## src/inc/irq_pkg.sv

```systemverilog
// Overview of operation
// source condition sets its pending flag
// flag sets even when source disabled
// enabled pending flag raises call request
// return resumes the interrupted program
// disabled pending flags are ignored
// each source has own enable bit
// global enable gates all sources
// some flags auto-clear on vectoring
// flag still set after return re-requests
// software may set pending flags
// trigger bit selects edge, polarity selects level
// pin chosen by config, sampled passively
// external flags at timer control bits 1,3
// edge flags clear on vectoring
// level flag follows active input
// level source holds until recognized
// per-source priority bit, resets low
// high preempts low, high never preempted
// higher level first, then fixed order
// pin skipped in crossbar, open drain
// sample and decode every clock
// equal level waits return plus instruction
// synchronise external pins before use
//
// Purpose: constants for the two-level interrupt handler
// Assumes: 17 sources in fixed order, vector 0x0003 + 8*index
// Notes: register offsets are indices on the plain register port
package irq_pkg;
  localparam int NSRC = 17;                      // number of sources
  localparam int SRC_EXT_A = 0;                  // external input a index
  localparam int SRC_EXT_B = 2;                  // external input b index
  localparam logic [7:0] ADDR_TIMER_CTRL = 8'h88;     // timer control reg
  localparam logic [7:0] ADDR_IRQ_ENABLE = 8'hA8;     // enable reg
  localparam logic [7:0] ADDR_IRQ_PRIO = 8'hB8;       // priority reg
  localparam logic [7:0] ADDR_EXT_ENABLE1 = 8'hE6;    // extended enable 1
  localparam logic [7:0] ADDR_EXT_ENABLE2 = 8'hE7;    // extended enable 2
  localparam logic [7:0] ADDR_EXT_PRIO1 = 8'hF6;      // extended priority 1
  localparam logic [7:0] ADDR_EXT_PRIO2 = 8'hF7;      // extended priority 2
  localparam logic [7:0] ADDR_PIN_CONFIG = 8'hE4;     // pin config reg
  localparam logic [7:0] ADDR_PEND_SW = 8'hD0;        // soft pend, sources 8..15
  localparam logic [7:0] ADDR_PEND_SW2 = 8'hD1;       // soft pend, source 16
  localparam int BIT_GLOBAL = 7;                 // global enable bit
  localparam int BIT_A_TYPE = 0;                 // timer ctrl: a trigger type
  localparam int BIT_A_FLAG = 1;                 // timer ctrl: a pending
  localparam int BIT_B_TYPE = 2;                 // timer ctrl: b trigger type
  localparam int BIT_B_FLAG = 3;                 // timer ctrl: b pending
  localparam int BIT_A_POL = 3;                  // pin config: a polarity
  localparam int BIT_B_POL = 7;                  // pin config: b polarity
  localparam logic [7:0] RESET_BYTE = 8'h00;     // reset value of registers
  localparam logic [7:0] PIN_CFG_RESET = 8'h01;  // pin config reset value
  localparam logic [15:0] VEC_BASE = 16'h0003;   // first vector address
  localparam int VEC_SHIFT = 3;                  // 8 bytes between vectors
  localparam int LATENCY_NS = 48;                // 6 cycles at 8 ns
  localparam int CLK_NS = 8;                     // clock period
  localparam int LATENCY_CYC = LATENCY_NS / CLK_NS; // fastest response
  typedef enum logic [1:0] {lvl_none, lvl_low, lvl_high} lvl_t; // level in service
endpackage

```

## src/rtl/pin_sync.sv

```systemverilog
`timescale 1ns/1ns
// Purpose: two-stage synchroniser for the external pins
// Assumes: clk_en freezes the stages
// Notes: first stage feeds only the second
module pin_sync
  import irq_pkg::*;
#(
  parameter int W = 2
) (
  input wire logic clk,
  input wire logic nrst,
  input wire logic clk_en,
  input wire logic [W-1:0] din,
  output logic [W-1:0] dout
);
  logic [W-1:0] meta; // first stage, read by dout only
  // two flops per pin
  always_ff @(posedge clk or negedge nrst) begin
    if (!nrst) begin
      meta <= '0;
      dout <= '0;
    end else if (clk_en) begin
      meta <= din;
      dout <= meta;
    end
  end
endmodule

```

## src/rtl/two_level_interrupt_handler.sv

```systemverilog
// Design decisions made here: the strobed register port and the address map.
`timescale 1ns/1ns
// Purpose: pending flags, enables, two-level arbitration and call request
// Assumes: cpu pulses instr_done at each instruction end, call_ack when
//   it takes the vector, ret_done when the return instruction completes
// Notes: peripherals own their flags; their levels arrive on periph_pend
module two_level_interrupt_handler
  import irq_pkg::*;
(
  input wire logic clk,
  input wire logic nrst,
  input wire logic clk_en,
  // register port
  input wire logic [7:0] reg_addr,
  input wire logic [7:0] reg_wdata,
  input wire logic reg_wr,
  input wire logic reg_rd,
  output logic [7:0] reg_rdata,
  // port pins, up to 8 candidates per input
  input wire logic [7:0] port_pins,
  // peripheral pending levels, bits 0 and 2 unused (external)
  input wire logic [NSRC-1:0] periph_pend,
  output logic [NSRC-1:0] periph_clear, // auto-clear pulse on vectoring
  // cpu sequencer
  input wire logic instr_done,
  input wire logic call_ack,
  input wire logic ret_done,
  output logic irq_req,
  output logic [15:0] irq_vector,
  output logic [4:0] irq_src
);
  // software registers
  logic [7:0] timer_control_reg;   // type and flag bits live here
  logic [7:0] irq_enable_reg;
  logic [7:0] ext_irq_enable_reg1;
  logic [7:0] ext_irq_enable_reg2;
  logic [7:0] irq_priority_reg;
  logic [7:0] ext_irq_priority_reg1;
  logic [7:0] ext_irq_priority_reg2;
  logic [7:0] ext_irq_pin_config;
  logic [NSRC-1:0] soft_pend;      // software-set pends for peripheral sources
  // service state
  lvl_t in_service;                // highest level being serviced
  logic low_nested;                // a low routine lies under a high one
  logic hold_one;                  // must execute one instruction first
  logic [NSRC-1:0] ext_prev;       // previous active state for edges

  // pin selection and synchronisation
  logic [1:0] pin_raw;
  logic [1:0] pin_s;
  assign pin_raw[0] = port_pins[ext_irq_pin_config[2:0]];
  assign pin_raw[1] = port_pins[ext_irq_pin_config[6:4]];
  pin_sync #(.W(2)) u_sync (
    .clk(clk),
    .nrst(nrst),
    .clk_en(clk_en),
    .din(pin_raw),
    .dout(pin_s)
  );

  // active level per selected polarity
  wire ext_a_polarity = ext_irq_pin_config[BIT_A_POL];
  wire ext_b_polarity = ext_irq_pin_config[BIT_B_POL];
  wire ext_a_trigger_type = timer_control_reg[BIT_A_TYPE];
  wire ext_b_trigger_type = timer_control_reg[BIT_B_TYPE];
  wire act_a = ext_a_polarity ? pin_s[0] : ~pin_s[0];
  wire act_b = ext_b_polarity ? pin_s[1] : ~pin_s[1];
  wire edge_a = act_a & ~ext_prev[SRC_EXT_A];
  wire edge_b = act_b & ~ext_prev[SRC_EXT_B];

  // register write decode
  wire wr_timer_control_reg = reg_wr & (reg_addr == ADDR_TIMER_CTRL);
  wire wr_ie = reg_wr & (reg_addr == ADDR_IRQ_ENABLE);
  wire wr_eie1 = reg_wr & (reg_addr == ADDR_EXT_ENABLE1);
  wire wr_ext_irq_enable_reg2 = reg_wr & (reg_addr == ADDR_EXT_ENABLE2);
  wire wr_ip = reg_wr & (reg_addr == ADDR_IRQ_PRIO);
  wire wr_eip1 = reg_wr & (reg_addr == ADDR_EXT_PRIO1);
  wire wr_ext_irq_priority_reg2 = reg_wr & (reg_addr == ADDR_EXT_PRIO2);
  wire wr_pcfg = reg_wr & (reg_addr == ADDR_PIN_CONFIG);
  wire wr_soft = reg_wr & (reg_addr == ADDR_PEND_SW);
  wire wr_soft2 = reg_wr & (reg_addr == ADDR_PEND_SW2);

  // gathered enables and priorities, in fixed source order
  logic [NSRC-1:0] src_en;
  logic [NSRC-1:0] src_hi;
  // 7 + 8 + 2 bits: sources 15 and 16 sit in bits 0 and 1 of the second ext reg
  assign src_en = {ext_irq_enable_reg2[1:0], ext_irq_enable_reg1,
                   irq_enable_reg[6:0]};
  assign src_hi = {ext_irq_priority_reg2[1:0], ext_irq_priority_reg1,
                   irq_priority_reg[6:0]};

  // pending vector: external flags from timer control, others from peripherals
  logic [NSRC-1:0] pend;
  always_comb begin
    pend = periph_pend | soft_pend;
    pend[SRC_EXT_A] = timer_control_reg[BIT_A_FLAG];
    pend[SRC_EXT_B] = timer_control_reg[BIT_B_FLAG];
  end

  // gate: disabled pends are simply ignored
  wire global_irq_enable = irq_enable_reg[BIT_GLOBAL];
  wire [NSRC-1:0] live = pend & src_en & {NSRC{global_irq_enable}};
  wire [NSRC-1:0] live_hi = live & src_hi;
  wire [NSRC-1:0] live_lo = live & ~src_hi;

  // lowest index wins among equal levels
  function automatic logic [4:0] first_set(input logic [NSRC-1:0] v);
    logic [4:0] idx;
    idx = 5'h00;
    for (int i = NSRC - 1; i >= 0; i--) begin
      if (v[i]) begin
        idx = 5'(i);
      end
    end
    return idx;
  endfunction

  // arbitration, evaluated every cycle
  wire any_hi = |live_hi;
  wire any_lo = |live_lo;
  wire [4:0] pick = any_hi ? first_set(live_hi) : first_set(live_lo);
  // high may enter unless high is already in service; low only when idle
  wire may_hi = any_hi & (in_service != lvl_high);
  wire may_lo = any_lo & (in_service == lvl_none);
  wire want = (may_hi | may_lo) & ~hold_one;

  // request is combinational so the cpu sees it in the detect cycle
  assign irq_req = want;
  assign irq_src = pick;
  assign irq_vector = VEC_BASE + {6'h00, pick, 5'h00} / 16'h0004;
  wire take = call_ack & want;
  wire take_a = take & (pick == 5'(SRC_EXT_A));
  wire take_b = take & (pick == 5'(SRC_EXT_B));

  // auto-clear pulse to peripherals whose flags clear on vectoring
  always_ff @(posedge clk or negedge nrst) begin
    if (!nrst) begin
      periph_clear <= '0;
    end else if (clk_en) begin
      periph_clear <= '0;
      if (take) begin
        periph_clear[pick] <= 1'b1;
      end
    end
  end

  // timer control: external flags, edge set wins over clears
  logic [7:0] next_timer_control_reg;
  always_comb begin
    next_timer_control_reg = wr_timer_control_reg ? reg_wdata : timer_control_reg;
    if (!ext_a_trigger_type) begin
      next_timer_control_reg[BIT_A_FLAG] = act_a;
    end else begin
      if (take_a) next_timer_control_reg[BIT_A_FLAG] = 1'b0;
      if (edge_a) next_timer_control_reg[BIT_A_FLAG] = 1'b1;
    end
    if (!ext_b_trigger_type) begin
      next_timer_control_reg[BIT_B_FLAG] = act_b;
    end else begin
      if (take_b) next_timer_control_reg[BIT_B_FLAG] = 1'b0;
      if (edge_b) next_timer_control_reg[BIT_B_FLAG] = 1'b1;
    end
  end

  // configuration registers
  always_ff @(posedge clk or negedge nrst) begin
    if (!nrst) begin
      timer_control_reg <= RESET_BYTE;
      irq_enable_reg <= RESET_BYTE;
      ext_irq_enable_reg1 <= RESET_BYTE;
      ext_irq_enable_reg2 <= RESET_BYTE;
      irq_priority_reg <= RESET_BYTE;
      ext_irq_priority_reg1 <= RESET_BYTE;
      ext_irq_priority_reg2 <= RESET_BYTE;
      ext_irq_pin_config <= PIN_CFG_RESET;
    end else if (clk_en) begin
      timer_control_reg <= next_timer_control_reg;
      if (wr_ie) irq_enable_reg <= reg_wdata;
      if (wr_eie1) ext_irq_enable_reg1 <= reg_wdata;
      if (wr_ext_irq_enable_reg2) ext_irq_enable_reg2 <= reg_wdata;
      if (wr_ip) irq_priority_reg <= reg_wdata;
      if (wr_eip1) ext_irq_priority_reg1 <= reg_wdata;
      if (wr_ext_irq_priority_reg2) ext_irq_priority_reg2 <= reg_wdata;
      if (wr_pcfg) ext_irq_pin_config <= reg_wdata;
    end
  end

  // software pends for peripheral sources; cleared on vectoring to them
  logic [NSRC-1:0] next_soft;
  always_comb begin
    next_soft = soft_pend;
    if (wr_soft) next_soft[15:8] = reg_wdata;
    if (wr_soft2) next_soft[16] = reg_wdata[0];
    if (take) next_soft[pick] = 1'b0;
    next_soft[SRC_EXT_A] = 1'b0; // external sources use timer control
    next_soft[SRC_EXT_B] = 1'b0;
  end

  // edge history and soft pends
  always_ff @(posedge clk or negedge nrst) begin
    if (!nrst) begin
      soft_pend <= '0;
      ext_prev <= '0;
    end else if (clk_en) begin
      soft_pend <= next_soft;
      ext_prev[SRC_EXT_A] <= act_a;
      ext_prev[SRC_EXT_B] <= act_b;
    end
  end

  // service level tracking and one-instruction hold after return
  always_ff @(posedge clk or negedge nrst) begin
    if (!nrst) begin
      in_service <= lvl_none;
      low_nested <= 1'b0;
      hold_one <= 1'b0;
    end else if (clk_en) begin
      if (take) begin
        if (in_service == lvl_low) low_nested <= 1'b1;
        in_service <= any_hi ? lvl_high : lvl_low;
      end else if (ret_done) begin
        hold_one <= 1'b1;
        if (in_service == lvl_high && low_nested) begin
          in_service <= lvl_low;
          low_nested <= 1'b0;
        end else begin
          in_service <= lvl_none;
        end
      end else if (instr_done) begin
        hold_one <= 1'b0;
      end
    end
  end

  // read data one cycle after the strobe; unmapped reads zero
  logic [7:0] rd_mux;
  always_comb begin
    unique case (reg_addr)
      ADDR_TIMER_CTRL: rd_mux = timer_control_reg;
      ADDR_IRQ_ENABLE: rd_mux = irq_enable_reg;
      ADDR_EXT_ENABLE1: rd_mux = ext_irq_enable_reg1;
      ADDR_EXT_ENABLE2: rd_mux = ext_irq_enable_reg2;
      ADDR_IRQ_PRIO: rd_mux = irq_priority_reg;
      ADDR_EXT_PRIO1: rd_mux = ext_irq_priority_reg1;
      ADDR_EXT_PRIO2: rd_mux = ext_irq_priority_reg2;
      ADDR_PIN_CONFIG: rd_mux = ext_irq_pin_config;
      ADDR_PEND_SW: rd_mux = pend[15:8];
      ADDR_PEND_SW2: rd_mux = {7'h00, pend[16]};
      default: rd_mux = 8'h00;
    endcase
  end

  // read register
  always_ff @(posedge clk or negedge nrst) begin
    if (!nrst) begin
      reg_rdata <= 8'h00;
    end else if (clk_en) begin
      reg_rdata <= reg_rd ? rd_mux : 8'h00;
    end
  end
endmodule

```

## config.mk

```make
export PLATFORM = sky130hd
export DESIGN_NAME = two_level_interrupt_handler
export DESIGN_NICKNAME = d
export VERILOG_FILES = /design/src/inc/irq_pkg.sv /design/src/rtl/pin_sync.sv /design/src/rtl/two_level_interrupt_handler.sv
export SDC_FILE = /design/constraint.sdc
export NUM_CORES = 1
export LEC_CHECK = 0
export BUFFER_PORTS_ARGS = -buffer_cell sky130_fd_sc_hd__buf_2
export CAP_MARGIN = 40
export CELL_PAD_IN_SITES_DETAIL_PLACEMENT = 1
export CELL_PAD_IN_SITES_GLOBAL_PLACEMENT = 2
export CORE_AREA = 2 2 124 150
export DETAILED_ROUTE_END_ITERATION = 16
export DIE_AREA = 0 0 126 152
export GPL_ROUTABILITY_DRIVEN = 1
export HOLD_SLACK_MARGIN = 0.12
export PLACE_DENSITY = 0.79
export SYNTH_ARGS = -nofsm -noshare
export SYNTH_HDL_FRONTEND = slang
export SYNTH_HIERARCHICAL = 1
export SYNTH_SLANG_ARGS = --single-unit
```

## constraint.sdc

```tcl
create_clock -name clk -period 3.6 [get_ports clk]
set_clock_uncertainty 0.05 [all_clocks]
set_input_delay 0.72 -clock clk [delete_from_list [all_inputs] [get_ports clk]]
set_output_delay 0.72 -clock clk [all_outputs]
set_load 0.05 [all_outputs]
```

* Yosys cells after proc, flatten, opt, wreduce, memory -nomap -nowiden
Cells that the tools add are included.
** Word-level totals
- Register bits after elaboration :: 114
- Input port bits :: 49
- Output and inout bits :: 47
** Operators by class
- Add/sub/neg operators :: 1
- Order comparisons :: 4
- Equality and inequality tests :: 17
- Multiplexer cells :: 66
- Bitwise gates (word level) :: 33
- Reductions and logical operators :: 23
** Operators by type and width (count)
- 5-bit two-way mux :: 35
- 17-bit bitwise AND :: 5
- 8-bit equality test, second input constant :: 10
- 8-bit case mux with 10 select lines :: 1
- 17-bit two-way mux :: 2
- 17-bit NOT :: 2
- 17-bit OR reduction :: 2
- 2-bit AND reduction :: 12
- 1-bit two-way mux :: 19
- 1-bit bitwise AND :: 18
- 17-bit OR :: 1
- 8-bit two-way mux :: 2
- 2-bit by 8-bit adder with 9-bit output, first input constant :: 1
- 3-bit by 4-bit less-than comparator with 1-bit output, second input constant :: 2
- 4-bit by 1-bit != test with 1-bit output, second input constant :: 2
- 1-bit binary-select mux with 3-bit select :: 2
- 5-bit by 6-bit less-than comparator with 1-bit output, second input constant :: 1
- 2-bit two-way mux :: 3
- 1-bit NOT :: 6
- 2-bit nonzero test :: 3
- 1-bit demux with 5-bit select :: 1
- 5-bit by 2-bit equality test with 1-bit output, second input constant :: 1
- 5-bit by 1-bit >= comparator with 1-bit output, second input constant :: 1
- 5-bit logical NOT :: 1
- 10 further kinds :: 11

* Longest topological paths before layout
- Depth in word-level cells :: 29
- Mapped depth :: 11

* Hierarchy
The synthesis kept the hierarchy.
** By module, submodules not included
- two_level_interrupt_handler :: times used 1, cells each 608, area each 6316.1 µm², seq. area each 2753.9 µm²
- pin_sync :: times used 1, cells each 8, area each 145.1 µm², seq. area each 100.1 µm²

* Worst setup path after synthesis
OpenSTA, ideal clock, no wires.
- Path type :: input port to output port
- From :: in periph_pend[8]
- To :: out irq_vector[7]
- Data arrival time :: 3066 ps
- Slack :: -236 ps
- Cell stages on the path :: 6
- Cells stage by stage :: o2111a_1 -> or2_0 -> nor3_1 -> nand2_1 -> nor3_1 -> buf_4
** On the way
- Cells in the longest elaborated chain, start to end :: 15
** Ends and longest elaborated chain
- start: declaration :: RTL line two_level_interrupt_handler.sv:22 : input wire logic [NSRC-1:0] periph_pend,
- 17-bit OR (*) :: RTL line two_level_interrupt_handler.sv:95 : pend = periph_pend | soft_pend;
- 17-bit bitwise AND (*) (2 in a row) :: RTL line two_level_interrupt_handler.sv:102 : wire [NSRC-1:0] live = pend & src_en & {NSRC{global_irq_enable}};
- 17-bit bitwise AND (on tied branches) :: RTL line two_level_interrupt_handler.sv:104, two_level_interrupt_handler.sv:103
- 5-bit two-way mux (9 in a row) :: RTL line two_level_interrupt_handler.sv:111 : if (v[i]) begin
- 5-bit two-way mux (*) :: RTL line two_level_interrupt_handler.sv:121 : wire [4:0] pick = any_hi ? first_set(live_hi) : first_set(live_lo);
- via irq_src[4] :: RTL line two_level_interrupt_handler.sv:30 : output logic [4:0] irq_src
- 2-bit by 8-bit adder with 9-bit output (*) :: RTL line two_level_interrupt_handler.sv:130 : assign irq_vector = VEC_BASE + {6'h00, pick, 5'h00} / 16'h0004;
- end: declaration :: RTL line two_level_interrupt_handler.sv:29 : output logic [15:0] irq_vector,
Mark *: on every way through the listed nets, which the timed path passes. The rest lies on a longest branch.

* Worst setup path in the final report
- From :: reg irq_enable_reg[7]
- To :: out irq_vector[6]
** On the way
- Cells in the longest elaborated chain, start to end :: 20
** Ends and longest elaborated chain
- start: declaration :: RTL line two_level_interrupt_handler.sv:34 : logic [7:0] irq_enable_reg;
- start signal: assignment :: RTL line two_level_interrupt_handler.sv:178 : if (wr_ie) irq_enable_reg <= reg_wdata;
- 17-bit bitwise AND (*) :: RTL line two_level_interrupt_handler.sv:102
- 17-bit bitwise AND (on tied branches) :: RTL line two_level_interrupt_handler.sv:104, two_level_interrupt_handler.sv:103
- 5-bit two-way mux (16 in a row) :: RTL line two_level_interrupt_handler.sv:111
- 5-bit two-way mux (*) :: RTL line two_level_interrupt_handler.sv:121
- 2-bit by 8-bit adder with 9-bit output (*) :: RTL line two_level_interrupt_handler.sv:130
Mark *: on every way between the ends. The rest lies on a longest branch, timed or not.

==> run_results.csv <==
group,metric,value,unit
run_status,status,"finished clean",
synth,netlist_top_cells_count,"113 x dfrtp_1, 78 x mux2_2, 51 x nor2_1",
cts,cts_sinks,114,
flow_run,drv_cap,0,
setup_path,crit_type,"reg2out",
pwr,p_leak,3.71,nW
final_layout,drive_gt1_share,33.6,%
synth,synth_fa_ha_area_share,0,%
synth,ys_warn_count,6,
sta,rsz0062_at_grt,"no",
setup_path,r2r_slack,320,ps
synth,async_reset_ff_share,100,%
floorplanning,die_x,126,um
detailed_routing,drtIter0Drc,373,
floorplanning,core,0.0178,sq mm
synth,synth_top_cell_by_area,"dfrtp_1",
sta,fmax,286,MHz
synth,synth_top_family_by_area,"multiplexers",
synth,synth_edf_count,0,
setup_path,cp-start-kind,"flop",
sta,slew_viol_final,0,
cts,cts_max_path_buffers,2,
floorplanning,die-area,0.0192,sq mm
final_layout,syn_to_final_growth,19.9,%
detailed_routing,routed_via_density,5.79,
floorplanning,rows,54,
final_layout,fillers,2045,
sta,timing_hold_violations_final,0,
cts,hold_buffers,0,
floorplanning,die-height,152,um
synth,synth_area,0.00646,sq mm
sta,setup_slack,106,ps
pwr,peakVddDrop,345,uV
global_routing,grt_max_degree,65,
detailed_routing,dr.pass1.iters,4,
setup_path,r2r_start,"irq_enable_reg[7]",
synth,synth.area.top_cells,"dfrtp_1 44%, mux2_2 14%, mux4_2 4.2%",
setup_path,reg2reg_to,"soft_pend[16]",
setup_path,worstSetupEndpointType,"output port",
synth,synth_flop_cell,"dfrtp_1",
detailed_routing,num_vias,5502,
detailed_routing,drc,0,
final_layout,final_core_util,43.4,%
final_layout,regMostFlops,"periph_clear",
final_layout,nNetsFinal,763,
cts,htreeDepth,4,
cts,cts_setup_buffers,0,
setup_path,critPathMaxFanout,38,
synth,synth-compound-area-share,17.1,%
sta,period_needed,3490,ps
final_layout,reg.largest.list,"periph_clear x17, soft_pend x15",
final_layout,layout.area.seq,0.00285,sq mm
detailed_routing,wl_per_cell,23.0,um
floorplanning,initial_core_util,36.2,%
synth,ys_ff_latch,114,
synth,avgSynthCellArea,10.5,sq um
detailed_routing,drt-total-wl,21.9,mm
sta,hold-worst-slack,297,ps
cts,insertion_delay,420,ps
synth,yosys.area_share.simple,13.8,%
cts,cts_buffers,17,
placed_design,port_buffers,82,
sta,slew_headroom,43.6,%
synth,syn_inst,616,
cts,cts_resized,0,
sta,post-route-period-util,97.1,%
global_routing,grt_pass1_vias,5682,
cts,root_buffer,"clkbuf_16",
sta,tightestPinTransition,839,ps
synth,yosysTopAreaCellShare,43.8,%
synth,synth-xor-area-share,0.407,%
synth,synth_seq_area_share,44.2,%
setup_path,cp.arrival,2720,ps
detailed_routing,antenna_left,0,
sta,finalSetupViolCount,0,
placed_design,globalplace.congestion,0.920,
sta,tns,0,ps
global_routing,antenna_found_initial,0,
final_layout,antenna_cells,0,
cts,clkTransAtPathRegs,50,ps
synth,ys_types,65,
placed_design,dp_hpwl,16.5,mm
placed_design,dpl_worst_slack,101,ps
final_layout,largest_reg_flops,17,
global_routing,grt_use_total,23.2,%
synth,synthMuxAreaShare,18.7,%
final_layout,multi_input_area,0.00329,sq mm
pwr,pwr_density_cell,409,mW/mm^2
hold_path,hold_path.class,"in2async",
global_routing,overflow,0,
global_routing,grt_pass1_wl,33.7,mm
floorplanning,ioPinCount,96,
synth,yosysMostFrequentCell,"dfrtp_1",
setup_path,required,2830,ps
setup_path,worst-r2r-cell-count,10,
cts,tritoncts,"built",
## cells in the final DEF, fill, tap and decap left out, drive strengths merged, types with 12 or more instances in the layout
| master | n |
|---|---|
| clkbuf | 23 |
| o2111ai | 13 |
| dfrtp | 113 |
| o22ai | 22 |
| mux2 | 78 |
| mux4 | 12 |
| nand2 | 36 |
| buf | 108 |
| nor2 | 51 |
| o21ai | 25 |
| o211ai | 21 |
| inv | 39 |
## worst max-delay path: stages, from the launching register on
cell,delay [ps]
dfrtp_1,390
buf_12,180
o211a_1,190
o2bb2ai_1,200
or4_1,540
and3_1,190
o21ai_1,260
inv_1,110
buf_2,230
## stage by stage
step / std cells / cell area, sq um / power, mW
finish: 951 / 7750 / 3.17
floorplan: 625 / 6500 / 1.52
detailed placement: 919 / 7190 / 1.64
global placement: 919 / 7190 / 1.62
global route: 951 / 7750 / 3.28
CTS: 951 / 7740 / 3.19
## logic make-up (layout without fill, tap and decap cells)
group / Yosys count / after routing
and+or+nand+nor: 173 / 173
AOI/OAI and AO/OA: 151 / 151
DFF: 114 / 114
muxes: 96 / 96
buffers and inverters: 77 / 179
xor gates and xnor gates: 3 / 3
other: 2 / 11
## metal layers
metal / share of wire (%) / track usage, %
met1: 40 / 27.7
met2: 52 / 40.9
met3: 4.4 / 3.84
met4: 3.4 / 9.89
met5: 0 / 0
## how the worst max path moves through the flow
stage | startpoint | endpoint | cells past startpoint
after CTS | soft_pend[9] | irq_vector[3] | 7
after global placement | periph_pend[13] | timer_control_reg[3] | 9
after detailed placement | periph_pend[4] | soft_pend[16] | 10
after floorplan | periph_pend[8] | irq_vector[3] | 7
final | irq_enable_reg[7] | irq_vector[6] | 8
after global routing | irq_enable_reg[7] | irq_req | 8
## where the power goes
part / switching, mW / internal, mW
sequential: 0.0431 / 1.32
combinational: 0.164 / 0.0876
clock: 0.606 / 0.945
## layout make-up
cell class,count,share of cell area [%]
Clock buffer,23,6.30
Inverter,39,1.89
Multi-Input combinational cell,434,42.5
Sequential cell,114,36.8
Tap cell,224,3.62
Timing Repair Buffer,108,8.17
Clock inverter,9,0.727
(Power assumes the default switching activity.)
